**src/sts_pkg.sv**
```systemverilog
// shared constants and the sat16 saturation function for the speed/torque mode selector
package sts_pkg;
   localparam int DW = 16;
   localparam int RAW_W = 12;
   localparam int RAW_SHIFT = 12;

   // register byte offsets
   localparam logic [7:0] OFS_CTRL      = 8'h00;
   localparam logic [7:0] OFS_FIRST_HI  = 8'h04;
   localparam logic [7:0] OFS_FIRST_LO  = 8'h08;
   localparam logic [7:0] OFS_FIRST_DIV = 8'h0c;
   localparam logic [7:0] OFS_SECOND_HI = 8'h10;
   localparam logic [7:0] OFS_SECOND_LO = 8'h14;
   localparam logic [7:0] OFS_SECOND_MUL = 8'h18;
   localparam logic [7:0] OFS_SPEED_PAR = 8'h1c;
   localparam logic [7:0] OFS_STATUS    = 8'h20;
   localparam logic [7:0] OFS_TORQUE    = 8'h24;
   localparam logic [7:0] OFS_SPEED_STS = 8'h28;
   localparam logic [7:0] OFS_IRQ_STAT  = 8'h2c;
   localparam logic [7:0] OFS_IRQ_MASK  = 8'h30;

   // control field positions
   localparam int CTRL_MODE_LSB = 0;
   localparam int CTRL_UNITS_LSB = 4;
   localparam int CTRL_EN_CFG_BIT = 8;
   localparam int CTRL_EDIT_BIT = 9;

   // operating modes
   localparam logic [2:0] MODE_ZERO  = 3'h0;
   localparam logic [2:0] MODE_SPEED = 3'h1;
   localparam logic [2:0] MODE_TORQ  = 3'h2;
   localparam logic [2:0] MODE_MIN   = 3'h3;
   localparam logic [2:0] MODE_MAX   = 3'h4;
   localparam logic [2:0] MODE_SUM   = 3'h5;

   // speed unit choices
   localparam logic [1:0] UNITS_HZ      = 2'h0;
   localparam logic [1:0] UNITS_RPM     = 2'h1;
   localparam logic [1:0] UNITS_CONV_HZ = 2'h2;
   localparam logic [1:0] UNITS_CONV_RPM = 2'h3;
   localparam logic [15:0] RPM_PER_HZ   = 16'h001e;

   // inhibit vector bit positions
   localparam int INH_FAULT = 0;
   localparam int INH_ALARM = 1;
   localparam int INH_ENABLE = 2;
   localparam int INH_PRECHG = 3;
   localparam int INH_STOP = 4;
   localparam int INH_EDIT = 5;
   localparam int INH_W = 6;

   // interrupt status bit positions
   localparam int IRQ_READY_UP = 0;
   localparam int IRQ_INHIBIT_UP = 1;
   localparam int IRQ_START_REFUSED = 2;
   localparam int IRQ_MODE_CHANGE = 3;
   localparam int IRQ_W = 4;

   // reset values
   localparam logic [31:0] RST_CTRL    = 32'h0000_0000;
   localparam logic [15:0] RST_SCALE_HI = 16'h1000;
   localparam logic [15:0] RST_SCALE_LO = 16'h0000;
   localparam logic [15:0] RST_FACTOR  = 16'h0001;
   localparam logic [15:0] RST_SPEED_PAR = 16'h0000;

   localparam logic [1:0] RESP_OKAY   = 2'h0;
   localparam logic [1:0] RESP_SLVERR = 2'h2;

   function automatic logic signed [15:0] sat16(input logic signed [33:0] v);
      if (v > 34'sd32767) begin
         sat16 = 16'sh7fff;
      end else if (v < -34'sd32768) begin
         sat16 = 16'sh8000;
      end else begin
         sat16 = v[15:0];
      end
   endfunction
endpackage

```
**src/sts_scale_if.sv**
```systemverilog
// one torque reference channel between the selector and its scaler
`timescale 1ns/1ns
interface sts_scale_if;
   logic        [11:0] raw;
   logic signed [15:0] high;
   logic signed [15:0] low;
   logic signed [15:0] factor;
   logic signed [15:0] scaled;
   modport host (output raw, output high, output low, output factor, input scaled);
   modport unit (input raw, input high, input low, input factor, output scaled);
endinterface

```
**src/sts_mode_select.sv**
```systemverilog
// speed/torque mode selector with start permissives and an AXI4-Lite register file
`timescale 1ns/1ns
module sts_mode_select
   import sts_pkg::*;
(
   input  wire logic        CLK_I,            // 20 MHz control clock
   input  wire logic        SYS_RST_I,        // synchronous reset, active high
   // axi4-lite slave
   input  wire logic [7:0]  S_AXI_AWADDR_I,   // write address
   input  wire logic        S_AXI_AWVALID_I,  // write address valid
   output logic             S_AXI_AWREADY_O,  // write address ready
   input  wire logic [31:0] S_AXI_WDATA_I,    // write data
   input  wire logic [3:0]  S_AXI_WSTRB_I,    // write byte strobes
   input  wire logic        S_AXI_WVALID_I,   // write data valid
   output logic             S_AXI_WREADY_O,   // write data ready
   output logic [1:0]       S_AXI_BRESP_O,    // write response
   output logic             S_AXI_BVALID_O,   // write response valid
   input  wire logic        S_AXI_BREADY_I,   // write response ready
   input  wire logic [7:0]  S_AXI_ARADDR_I,   // read address
   input  wire logic        S_AXI_ARVALID_I,  // read address valid
   output logic             S_AXI_ARREADY_O,  // read address ready
   output logic [31:0]      S_AXI_RDATA_O,    // read data
   output logic [1:0]       S_AXI_RRESP_O,    // read response
   output logic             S_AXI_RVALID_O,   // read data valid
   input  wire logic        S_AXI_RREADY_I,   // read data ready
   // same-clock datapath inputs
   input  wire logic [15:0] SPEED_REG_TORQUE_I, // speed regulator torque output, signed
   input  wire logic [11:0] FIRST_TORQUE_RAW_I, // first torque reference source
   input  wire logic [11:0] SECOND_TORQUE_RAW_I,// second torque reference source
   input  wire logic [15:0] SPEED_FEEDBACK_I, // speed feedback in rpm, signed
   // asynchronous pins
   input  wire logic        FAULT_ACTIVE_I,   // any fault active
   input  wire logic        ALARM2_ACTIVE_I,  // any type-2 alarm active
   input  wire logic        TERMINAL_ENABLE_INPUT_I, // enable terminal closed
   input  wire logic        PRECHARGE_OK_I,   // bus precharge permits start
   input  wire logic        STOP_ACTIVE_I,    // any stop input asserted
   input  wire logic        RUN_REQ_I,        // run start request
   input  wire logic        JOG_REQ_I,        // jog start request
   input  wire logic        TUNE_REQ_I,       // auto-tune start request
   // outputs
   output logic [15:0]      TORQUE_CMD_O,     // final torque command, signed
   output logic             FLUX_EN_O,        // keep motor fluxed
   output logic             SPEED_LOOP_EN_O,  // speed regulator in the loop
   output logic             READY_O,          // drive ready status
   output logic [5:0]       START_INHIBIT_O,  // inhibit vector, 1 = unmet
   output logic [2:0]       START_O,          // accepted start pulse: tune, jog, run
   output logic             IRQ_O             // level interrupt
);
   localparam int NPIN = 8;

   typedef struct packed {
      logic [NPIN-1:0]    sync1;
      logic [NPIN-1:0]    sync2;
      logic [2:0]         req_prev;
      logic               aw_have;
      logic [7:0]         aw_addr;
      logic               w_have;
      logic [31:0]        w_data;
      logic [3:0]         w_strb;
      logic               bvalid;
      logic [1:0]         bresp;
      logic               rvalid;
      logic [31:0]        rdata;
      logic [1:0]         rresp;
      logic [31:0]        ctrl;
      logic [15:0]        first_hi;
      logic [15:0]        first_lo;
      logic [15:0]        first_div;
      logic [15:0]        second_hi;
      logic [15:0]        second_lo;
      logic [15:0]        second_mul;
      logic [15:0]        speed_par;
      logic               par_in_hz;
      logic [INH_W-1:0]   inhibit;
      logic               ready;
      logic [2:0]         mode_eff;
      logic [15:0]        torque;
      logic               speed_loop;
      logic [15:0]        speed_sts;
      logic [2:0]         start;
      logic [IRQ_W-1:0]   irq_stat;
      logic [IRQ_W-1:0]   irq_mask;
   } sts_state_t;

   sts_state_t st_r;
   sts_state_t st_nxt;

   sts_scale_if first_ch ();
   sts_scale_if second_ch ();

   sts_scaler #(.DIVIDE(1'b1)) u_first (
      .clk_i (CLK_I),
      .rst_i (SYS_RST_I),
      .ch    (first_ch)
   );

   sts_scaler #(.DIVIDE(1'b0)) u_second (
      .clk_i (CLK_I),
      .rst_i (SYS_RST_I),
      .ch    (second_ch)
   );

   assign first_ch.raw     = FIRST_TORQUE_RAW_I;
   assign first_ch.high    = st_r.first_hi;
   assign first_ch.low     = st_r.first_lo;
   assign first_ch.factor  = st_r.first_div;
   assign second_ch.raw    = SECOND_TORQUE_RAW_I;
   assign second_ch.high   = st_r.second_hi;
   assign second_ch.low    = st_r.second_lo;
   assign second_ch.factor = st_r.second_mul;

   logic [NPIN-1:0]     pins;
   logic [2:0]          mode_sel;
   logic [1:0]          units;
   logic [1:0]          new_units;
   logic signed [15:0]  spd_trq;
   logic signed [15:0]  trq_ref;
   logic signed [33:0]  trq_sum;
   logic signed [15:0]  trq_sel;
   logic [INH_W-1:0]    inh;
   logic [2:0]          req_now;
   logic [2:0]          req_rise;
   logic [IRQ_W-1:0]    irq_set;
   logic                do_write;
   logic [31:0]         wval;
   logic [31:0]         rd_val;
   logic                rd_ok;
   logic                wr_ok;

   function automatic logic [31:0] merge(input logic [31:0] old, input logic [31:0] nw, input logic [3:0] strb);
      for (int i = 0; i < 4; i++) begin
         if (strb[i]) begin
            old[8*i +: 8] = nw[8*i +: 8];
         end
      end
      merge = old;
   endfunction

   always_comb begin
      st_nxt = st_r;
      pins = {TUNE_REQ_I, JOG_REQ_I, RUN_REQ_I, STOP_ACTIVE_I, PRECHARGE_OK_I,
              TERMINAL_ENABLE_INPUT_I, ALARM2_ACTIVE_I, FAULT_ACTIVE_I};
      // two-stage synchronisers; only sync2 feeds logic
      st_nxt.sync1 = pins;
      st_nxt.sync2 = st_r.sync1;

      mode_sel = st_r.ctrl[CTRL_MODE_LSB +: 3];
      units = st_r.ctrl[CTRL_UNITS_LSB +: 2];

      // permissive conditions, re-evaluated every cycle
      inh = '0;
      inh[INH_FAULT]  = st_r.sync2[0];
      inh[INH_ALARM]  = st_r.sync2[1];
      inh[INH_ENABLE] = st_r.ctrl[CTRL_EN_CFG_BIT] & ~st_r.sync2[2];
      inh[INH_PRECHG] = ~st_r.sync2[3];
      inh[INH_STOP]   = st_r.sync2[4];
      inh[INH_EDIT]   = st_r.ctrl[CTRL_EDIT_BIT];
      st_nxt.inhibit = inh;
      st_nxt.ready = ~|inh;

      // start requests are edge-triggered and gated by ready for every kind
      req_now = st_r.sync2[7:5];
      req_rise = req_now & ~st_r.req_prev;
      st_nxt.req_prev = req_now;
      st_nxt.start = st_r.ready ? req_rise : 3'h0;

      // torque selection
      spd_trq = SPEED_REG_TORQUE_I;
      trq_sum = 34'(first_ch.scaled) + 34'(second_ch.scaled);
      trq_ref = sat16(trq_sum);
      st_nxt.mode_eff = (mode_sel > MODE_SUM) ? MODE_ZERO : mode_sel;
      st_nxt.speed_loop = 1'b0;
      unique case (st_nxt.mode_eff)
         MODE_SPEED: begin
            // takes effect next cycle: flux already up in zero torque
            trq_sel = spd_trq;
            st_nxt.speed_loop = 1'b1;
         end
         MODE_TORQ: begin
            trq_sel = trq_ref;
         end
         MODE_MIN: begin
            trq_sel = (spd_trq < trq_ref) ? spd_trq : trq_ref;
            st_nxt.speed_loop = 1'b1;
         end
         MODE_MAX: begin
            trq_sel = (spd_trq > trq_ref) ? spd_trq : trq_ref;
            st_nxt.speed_loop = 1'b1;
         end
         MODE_SUM: begin
            trq_sel = sat16(34'(spd_trq) + 34'(trq_ref));
            st_nxt.speed_loop = 1'b1;
         end
         default: begin
            trq_sel = 16'sh0000;
         end
      endcase
      st_nxt.torque = trq_sel;

      // status speed shown in hz or rpm
      if (units == UNITS_HZ || units == UNITS_CONV_HZ) begin
         st_nxt.speed_sts = 16'($signed(SPEED_FEEDBACK_I) / $signed({1'b0, RPM_PER_HZ}));
      end else begin
         st_nxt.speed_sts = SPEED_FEEDBACK_I;
      end

      // axi write: address and data taken in either order
      if (S_AXI_AWVALID_I && !st_r.aw_have) begin
         st_nxt.aw_have = 1'b1;
         st_nxt.aw_addr = S_AXI_AWADDR_I;
      end
      if (S_AXI_WVALID_I && !st_r.w_have) begin
         st_nxt.w_have = 1'b1;
         st_nxt.w_data = S_AXI_WDATA_I;
         st_nxt.w_strb = S_AXI_WSTRB_I;
      end
      do_write = st_r.aw_have && st_r.w_have && !st_r.bvalid;
      wval = merge(st_r.ctrl, st_r.w_data, st_r.w_strb);
      new_units = wval[CTRL_UNITS_LSB +: 2];
      irq_set = '0;
      wr_ok = 1'b1;
      if (do_write) begin
         st_nxt.aw_have = 1'b0;
         st_nxt.w_have = 1'b0;
         st_nxt.bvalid = 1'b1;
         unique case ({st_r.aw_addr[7:2], 2'b00})
            OFS_CTRL: begin
               st_nxt.ctrl = wval;
               // stored speed parameter follows the converting choices only
               if (new_units == UNITS_CONV_HZ && !st_r.par_in_hz) begin
                  st_nxt.speed_par = 16'($signed(st_r.speed_par) / $signed({1'b0, RPM_PER_HZ}));
                  st_nxt.par_in_hz = 1'b1;
               end else if (new_units == UNITS_CONV_RPM && st_r.par_in_hz) begin
                  st_nxt.speed_par = sat16(34'($signed(st_r.speed_par)) * 34'($signed({1'b0, RPM_PER_HZ})));
                  st_nxt.par_in_hz = 1'b0;
               end
               if (wval[CTRL_MODE_LSB +: 3] != mode_sel) begin
                  irq_set[IRQ_MODE_CHANGE] = 1'b1;
               end
            end
            OFS_FIRST_HI:   st_nxt.first_hi   = 16'(merge({16'h0, st_r.first_hi}, st_r.w_data, st_r.w_strb));
            OFS_FIRST_LO:   st_nxt.first_lo   = 16'(merge({16'h0, st_r.first_lo}, st_r.w_data, st_r.w_strb));
            OFS_FIRST_DIV:  st_nxt.first_div  = 16'(merge({16'h0, st_r.first_div}, st_r.w_data, st_r.w_strb));
            OFS_SECOND_HI:  st_nxt.second_hi  = 16'(merge({16'h0, st_r.second_hi}, st_r.w_data, st_r.w_strb));
            OFS_SECOND_LO:  st_nxt.second_lo  = 16'(merge({16'h0, st_r.second_lo}, st_r.w_data, st_r.w_strb));
            OFS_SECOND_MUL: st_nxt.second_mul = 16'(merge({16'h0, st_r.second_mul}, st_r.w_data, st_r.w_strb));
            OFS_SPEED_PAR:  st_nxt.speed_par  = 16'(merge({16'h0, st_r.speed_par}, st_r.w_data, st_r.w_strb));
            OFS_IRQ_STAT: begin
               if (st_r.w_strb[0]) begin
                  st_nxt.irq_stat = st_r.irq_stat & ~st_r.w_data[IRQ_W-1:0];
               end
            end
            OFS_IRQ_MASK: begin
               if (st_r.w_strb[0]) begin
                  st_nxt.irq_mask = st_r.w_data[IRQ_W-1:0];
               end
            end
            OFS_STATUS, OFS_TORQUE, OFS_SPEED_STS: begin
               // read-only words: write ignored, still okay
            end
            default: wr_ok = 1'b0;
         endcase
         st_nxt.bresp = wr_ok ? RESP_OKAY : RESP_SLVERR;
      end
      if (st_r.bvalid && S_AXI_BREADY_I) begin
         st_nxt.bvalid = 1'b0;
      end

      // axi read, answered one cycle after the address is taken
      rd_ok = 1'b1;
      unique case ({S_AXI_ARADDR_I[7:2], 2'b00})
         OFS_CTRL:       rd_val = st_r.ctrl;
         OFS_FIRST_HI:   rd_val = {16'h0, st_r.first_hi};
         OFS_FIRST_LO:   rd_val = {16'h0, st_r.first_lo};
         OFS_FIRST_DIV:  rd_val = {16'h0, st_r.first_div};
         OFS_SECOND_HI:  rd_val = {16'h0, st_r.second_hi};
         OFS_SECOND_LO:  rd_val = {16'h0, st_r.second_lo};
         OFS_SECOND_MUL: rd_val = {16'h0, st_r.second_mul};
         OFS_SPEED_PAR:  rd_val = {16'h0, st_r.speed_par};
         OFS_STATUS:     rd_val = {20'h0, st_r.mode_eff, st_r.ready, 2'h0, st_r.inhibit};
         OFS_TORQUE:     rd_val = {16'h0, st_r.torque};
         OFS_SPEED_STS:  rd_val = {16'h0, st_r.speed_sts};
         OFS_IRQ_STAT:   rd_val = {28'h0, st_r.irq_stat};
         OFS_IRQ_MASK:   rd_val = {28'h0, st_r.irq_mask};
         default: begin
            rd_val = 32'h0000_0000;
            rd_ok = 1'b0;
         end
      endcase
      if (S_AXI_ARVALID_I && !st_r.rvalid) begin
         st_nxt.rvalid = 1'b1;
         st_nxt.rdata = rd_val;
         st_nxt.rresp = rd_ok ? RESP_OKAY : RESP_SLVERR;
      end else if (st_r.rvalid && S_AXI_RREADY_I) begin
         st_nxt.rvalid = 1'b0;
      end

      // events; a set in the clearing cycle survives the clear
      irq_set[IRQ_READY_UP] = st_nxt.ready & ~st_r.ready;
      irq_set[IRQ_INHIBIT_UP] = |(inh & ~st_r.inhibit);
      irq_set[IRQ_START_REFUSED] = ~st_r.ready & |req_rise;
      st_nxt.irq_stat = st_nxt.irq_stat | irq_set;
   end

   always_ff @(posedge CLK_I) begin
      if (SYS_RST_I) begin
         st_r <= '0;
         st_r.ctrl <= RST_CTRL;
         st_r.first_hi <= RST_SCALE_HI;
         st_r.first_lo <= RST_SCALE_LO;
         st_r.first_div <= RST_FACTOR;
         st_r.second_hi <= RST_SCALE_HI;
         st_r.second_lo <= RST_SCALE_LO;
         st_r.second_mul <= RST_FACTOR;
         st_r.speed_par <= RST_SPEED_PAR;
      end else begin
         st_r <= st_nxt;
      end
   end

   assign S_AXI_AWREADY_O = ~st_r.aw_have;
   assign S_AXI_WREADY_O  = ~st_r.w_have;
   assign S_AXI_BVALID_O  = st_r.bvalid;
   assign S_AXI_BRESP_O   = st_r.bresp;
   assign S_AXI_ARREADY_O = ~st_r.rvalid;
   assign S_AXI_RVALID_O  = st_r.rvalid;
   assign S_AXI_RDATA_O   = st_r.rdata;
   assign S_AXI_RRESP_O   = st_r.rresp;
   assign TORQUE_CMD_O    = st_r.torque;
   // flux held in every mode, zero torque included
   assign FLUX_EN_O       = st_r.ready;
   assign SPEED_LOOP_EN_O = st_r.speed_loop;
   assign READY_O         = st_r.ready;
   assign START_INHIBIT_O = st_r.inhibit;
   assign START_O         = st_r.start;
   assign IRQ_O           = |(st_r.irq_stat & st_r.irq_mask);
endmodule

```
**src/sts_scaler.sv**
```systemverilog
// linear scaling of one torque reference, then divide or multiply
`timescale 1ns/1ns
module sts_scaler
   import sts_pkg::*;
#(
   parameter bit DIVIDE = 1'b1
) (
   input  wire logic    clk_i,   // control clock
   input  wire logic    rst_i,   // synchronous reset
   sts_scale_if.unit    ch       // channel settings and result
);
   typedef struct packed {
      logic signed [15:0] scaled;
   } sts_scaler_state_t;

   sts_scaler_state_t st_r;
   sts_scaler_state_t st_nxt;

   logic signed [16:0] span;
   logic signed [33:0] prod;
   logic signed [33:0] lin;
   logic signed [33:0] fac;
   logic signed [33:0] res;

   always_comb begin
      span = 17'(ch.high) - 17'(ch.low);
      prod = 34'(span) * $signed({22'h0, ch.raw});
      lin = 34'(ch.low) + (prod >>> RAW_SHIFT);
      fac = 34'(ch.factor);
      if (DIVIDE) begin
         // a zero divisor would be undefined; pass the value through
         res = (fac == 34'sd0) ? lin : lin / fac;
      end else begin
         res = lin * fac;
      end
      st_nxt = st_r;
      st_nxt.scaled = sat16(res);
   end

   always_ff @(posedge clk_i) begin
      if (rst_i) begin
         st_r <= '0;
      end else begin
         st_r <= st_nxt;
      end
   end

   assign ch.scaled = st_r.scaled;
endmodule

```
**config.mk**
```make
export PLATFORM = sky130hd
export DESIGN_NAME = sts_mode_select
export DESIGN_NICKNAME = d
export VERILOG_FILES = /design/src/sts_pkg.sv /design/src/sts_scale_if.sv /design/src/sts_mode_select.sv /design/src/sts_scaler.sv
export SDC_FILE = /design/constraint.sdc
export NUM_CORES = 2
export LEC_CHECK = 0
export BUFFER_PORTS_ARGS = -buffer_cell sky130_fd_sc_hd__buf_2
export CAP_MARGIN = 20
export CORE_ASPECT_RATIO = 1.25
export CORE_MARGIN = 2
export CORE_UTILIZATION = 29
export DETAILED_ROUTE_END_ITERATION = 7
export PLACE_DENSITY = 0.51
export SYNTH_ARGS = -nofsm -noshare
export SYNTH_HDL_FRONTEND = slang
export SYNTH_SLANG_ARGS = --single-unit
```
**constraint.sdc**
```tcl
create_clock -name CLK_I -period 118.2 [get_ports CLK_I]
set_input_delay 5.91 -clock CLK_I [delete_from_list [all_inputs] [get_ports CLK_I]]
set_output_delay 5.91 -clock CLK_I [all_outputs]
set_load 0.01 [all_outputs]
```
==> impl_summary.md <==
Run status
The run finished with clean final reports.

Synth
The average instance in the mapped netlist occupies 7.72 sq um. The combinational family with the most area after synthesis is adder cells. The proportion of register bits with asynchronous set or reset after synthesis is 0%. The warning count from the yosys run is 0. fa_1 takes more of the synthesized area than any other cell. The top cell type by area accounts for roughly 18% of the synthesized area.

The primary flip-flop cell chosen by synthesis mapping is dfxtp_1. Of the total synthesized cell area, the portion taken by AND, OR, NAND and NOR gates is between 20 and 25%. The cell area that synthesis handed to floorplanning was about 0.08 sq mm. Sorting the synthesized cells by area gives the leading types as fa_1, ha_1, dfxtp_1, inv_1, nand2_1. Synthesis produced between 10000 and 15000 cells.

Measured against the total synthesized area, the mux share comes to 3.82%. The count of unique library cells instantiated by Yosys is roughly 130. The sequential fraction of the synthesis area is ~8.3%. Summing the areas of all compound-gate instances in the mapped netlist gives between 20% and 30% of the synthesized area.

The count of flip-flops with a built-in enable after synthesis is 0. The share of the synthesized netlist area taken by xor and xnor gates is 5.70%. After Yosys synthesis, full adders, half adders and majority gates account for 33.4% of the synthesized area. The number of synthesized register bits is 330.

Clock network
The post-CTS setup buffer count is 0. Counting every sink on the clock net gives 330. The post-CTS resize count is 0. Buffers inserted to repair hold after CTS numbered 0.

TritonCTS created 39 clock buffers. The number of buffers on the longest clock path is 3. The clock insertion delay at the later pin of the skew report is about 0.63 ns. TritonCTS built the clock tree. The H-tree generated during clock tree synthesis spans 2 levels. After clock tree synthesis, the clock-pin slew on the worst setup and hold paths is about 0.07 ns. The root buffer cell is clkbuf_16.

Global route
The number of antenna violations at the first check in global routing is 33. The busiest layer in global routing is met2. The via count of the first global-routing pass is 71500. The maximum number of pins on one net before global-route repair is slightly below 100. The fraction of met3 tracks used by global routing is 1.17%. The first global-routing pass estimated 424000 um of wire. In the global route stage, met1 resource usage came out at between 20% and 30%. The residual overflow from global routing is 0. The met2 usage is roughly 33%. Across every metal layer, demand over resource in global routing totals 19.2%.

Worst setup path
The depth of the worst register-to-register path is 440. The slack of the worst reg-to-reg path is between 10 and 15 ns. The dominant cell type by count on the critical path is o21a_1.

The element type at the critical path start is a register. The biggest fanout along the worst timing path is 43. The kind of critical path is register to register. STA classifies the critical path endpoint as a register. The worst register-to-register path begins at first_ch.factor[3]. In this run the critical register-to-register path is captured at u_first.ch.scaled[11]. The arrival time of the worst setup path is around 110 ns. STA puts the critical path data required time at between 100 and 150 ns.

The delay contributed by the slowest stage of the critical path is between 0.9 and 1 ns. The slowest stage of the critical path is the a2111oi_0 cell.

Timing
The worst setup skew after layout is 0.0616 ns. Summed over all failing endpoints, the final setup total negative slack is 0 ns. The slew at the pin closest to its max-slew limit is ~1.1 ns. Based on the critical path, the design can be clocked at up to around 9.4 MHz. The count of pins over their slew limit is 0. The worst pin sits at a relative slew slack of around a quarter. Setup repair after global routing left no endpoint under its margin. The final critical path takes up 90.4% of the cycle. The final count of negative-setup-slack endpoints is 0. The number of endpoints with negative hold slack in the final report came to 0. The time the worst path needs with I/O delays and setup is between 100 and 150 ns.

Floorplanning
The y dimension of the die is slightly below 600 um. The I/O pin count is approximately 190. The die covers 0.280 sq mm.

The floorplan has roughly 220 rows. The core region area is 0.274 sq mm. For this configuration, the core starts out at a cell density of around 30%.

From left edge to right edge, the die measures around 470 um.

Drt
The iteration-0 DRC count of the detailed router is roughly 4700. The average via count per standard cell is 5.13. The via total after detailed routing is between 70000 and 80000. The remaining antenna violation count after routing is 0. In the routed design, unresolved DRC markers number 0. Wires add up to about 270000 um. The number of optimization iterations in the first detailed-route pass is 6. Dividing the detail-routed wire length by the instance count gives around 19 um.

Hold path
The type of the worst min-delay path is register to register. The start point of the worst min-delay path is st_nxt[291]. The endpoint with the worst hold slack is req_now[0].

The number of stages on the worst hold path is 1.

Final layout
Of the cells placed in the final design, the portion with a size suffix greater than 1 is about 7.0%. At the end of the flow, the number of nets in the layout was 12300. The relative area change from synthesis to final layout is 9.30%.

Placement
Input and output buffers added on the ports amount to ~190. The wire-length estimate of the detail-placed layout is between 200000 and 250000 um. Routability-driven placement finished with a final weighted congestion of 0.940.

Job
The number of max-cap violations is 0.
metal layers:
metal	share of wire (%)	vias to the layer above
met4	4.1	14
met2	48	1571
met5	0.029	-
met1	44	34900
li1	-	35700
met3	3.8	327
flip-flops by register name, summed over array words and instances, names as in the netlist, 6 cells and up:
name,count
START_INHIBIT_O,6
S_AXI_RDATA_O,32
TORQUE_CMD_O,16
first_ch.factor,16
first_ch.high,16
first_ch.low,16
second_ch.factor,16
second_ch.high,16
second_ch.low,16
st_nxt,8
st_r,121
u_first.ch.scaled,16
u_second.ch.scaled,16
worst max-delay path, delay by kind of cell (launching register included):
family                   cells  cell delay (ns)
AO/OA/AOI/OAI              308            71.85
XOR/XNOR                     3             0.90
adder cells (fa/ha/maj)     33            10.16
buffers and inverters       16             3.53
flip-flops                   1             0.47
multiplexers                 5             1.89
AND/OR/NAND/NOR             75            17.28
cells in the mapped netlist, drive strengths merged, types with 330 or more instances:
cell type	count
dfxtp	330
nor2	805
xnor2	343
inv	1169
o21ai	476
and2	334
a21oi	632
ha	998
clkbuf	333
nor3	341
fa	705
nand2	1074
metrics by stage:
stage                     std cells  setup WS (ns)  instance area, sq um  util, %  hold slack, ns
after floorplan               10500          28.15                 80600        -           0.408
after global placement        14000          12.77                 85800     31.3           0.417
after detailed placement      14000          12.41                 85800     31.3           0.428
after CTS                     14100          11.88                 87200     31.8           0.440
after global routing          14100           2.58                 87300     31.9           0.457
final                         14100          11.38                 87300     31.9           0.440
worst max path at each step:
| stage | from | end | slack, ns | depth (start not counted) |
|---|---|---|---|---|
| 5_1_grt | first_ch.factor[3] | u_first.ch.scaled[11] | 2.58 | 438 |
| 3_3_place_gp | first_ch.factor[3] | u_first.ch.scaled[11] | 12.77 | 439 |
| 3_5_place_dp | first_ch.factor[3] | u_first.ch.scaled[11] | 12.41 | 441 |
| 4_1_cts | first_ch.factor[3] | u_first.ch.scaled[11] | 11.88 | 441 |
| 6_report | first_ch.factor[3] | u_first.ch.scaled[11] | 11.38 | 440 |
| 2_1_floorplan | first_ch.factor[0] | u_first.ch.scaled[1] | 28.15 | 461 |
placed cells by master (no fill, tap or decap), types with 39 or more instances in the layout:
cell / count
nor3_1: 339
nand2_1: 1072
nor2b_1: 139
o31ai_1: 71
a21oi_1: 621
conb_1: 188
clkbuf_16: 39
mux2_2: 105
o211ai_1: 60
mux2i_1: 167
a22oi_1: 42
xnor2_1: 334
a211oi_1: 41
nand2b_1: 118
xor2_1: 154
buf_4: 170
o21bai_1: 69
ha_1: 998
inv_1: 1164
and3_1: 52
nor2_1: 802
a21o_1: 239
a31oi_1: 86
or2_2: 50
nand3_1: 192
nand4_1: 81
dfxtp_1: 329
fa_1: 705
o21a_1: 328
or3_1: 109
o21ai_0: 434
and2_1: 333
nor4_1: 39
buf_2: 185
final cells by class:
| type | instances | area [sq um] |
|---|---|---|
| Fill cell | 29600 | 187000 |
| Multi-Input combinational cell | 8589 | 68100 |
| Sequential cell | 330 | 6610 |
| Tap cell | 3580 | 4480 |
| Inverter | 1171 | 4400 |
| Timing Repair Buffer | 359 | 2270 |
| Clock buffer | 48 | 1080 |
| Clock inverter | 23 | 343 |
| Antenna cell | 26 | 65.1 |
logic make-up (layout without fill, tap and decap cells):
family,after synthesis,count (layout)
XOR/XNOR,516,516
other,2,214
AO/OA/AOI/OAI,2460,2460
multiplexers,283,283
AND/OR/NAND/NOR,3434,3434
buffers and inverters,1613,1601
flip-flops,330,330
adder cells (fa/ha/maj),1708,1708
Power is not shown: default switching activity piles up to over one toggle a cycle in this logic, so the estimate is an artifact.
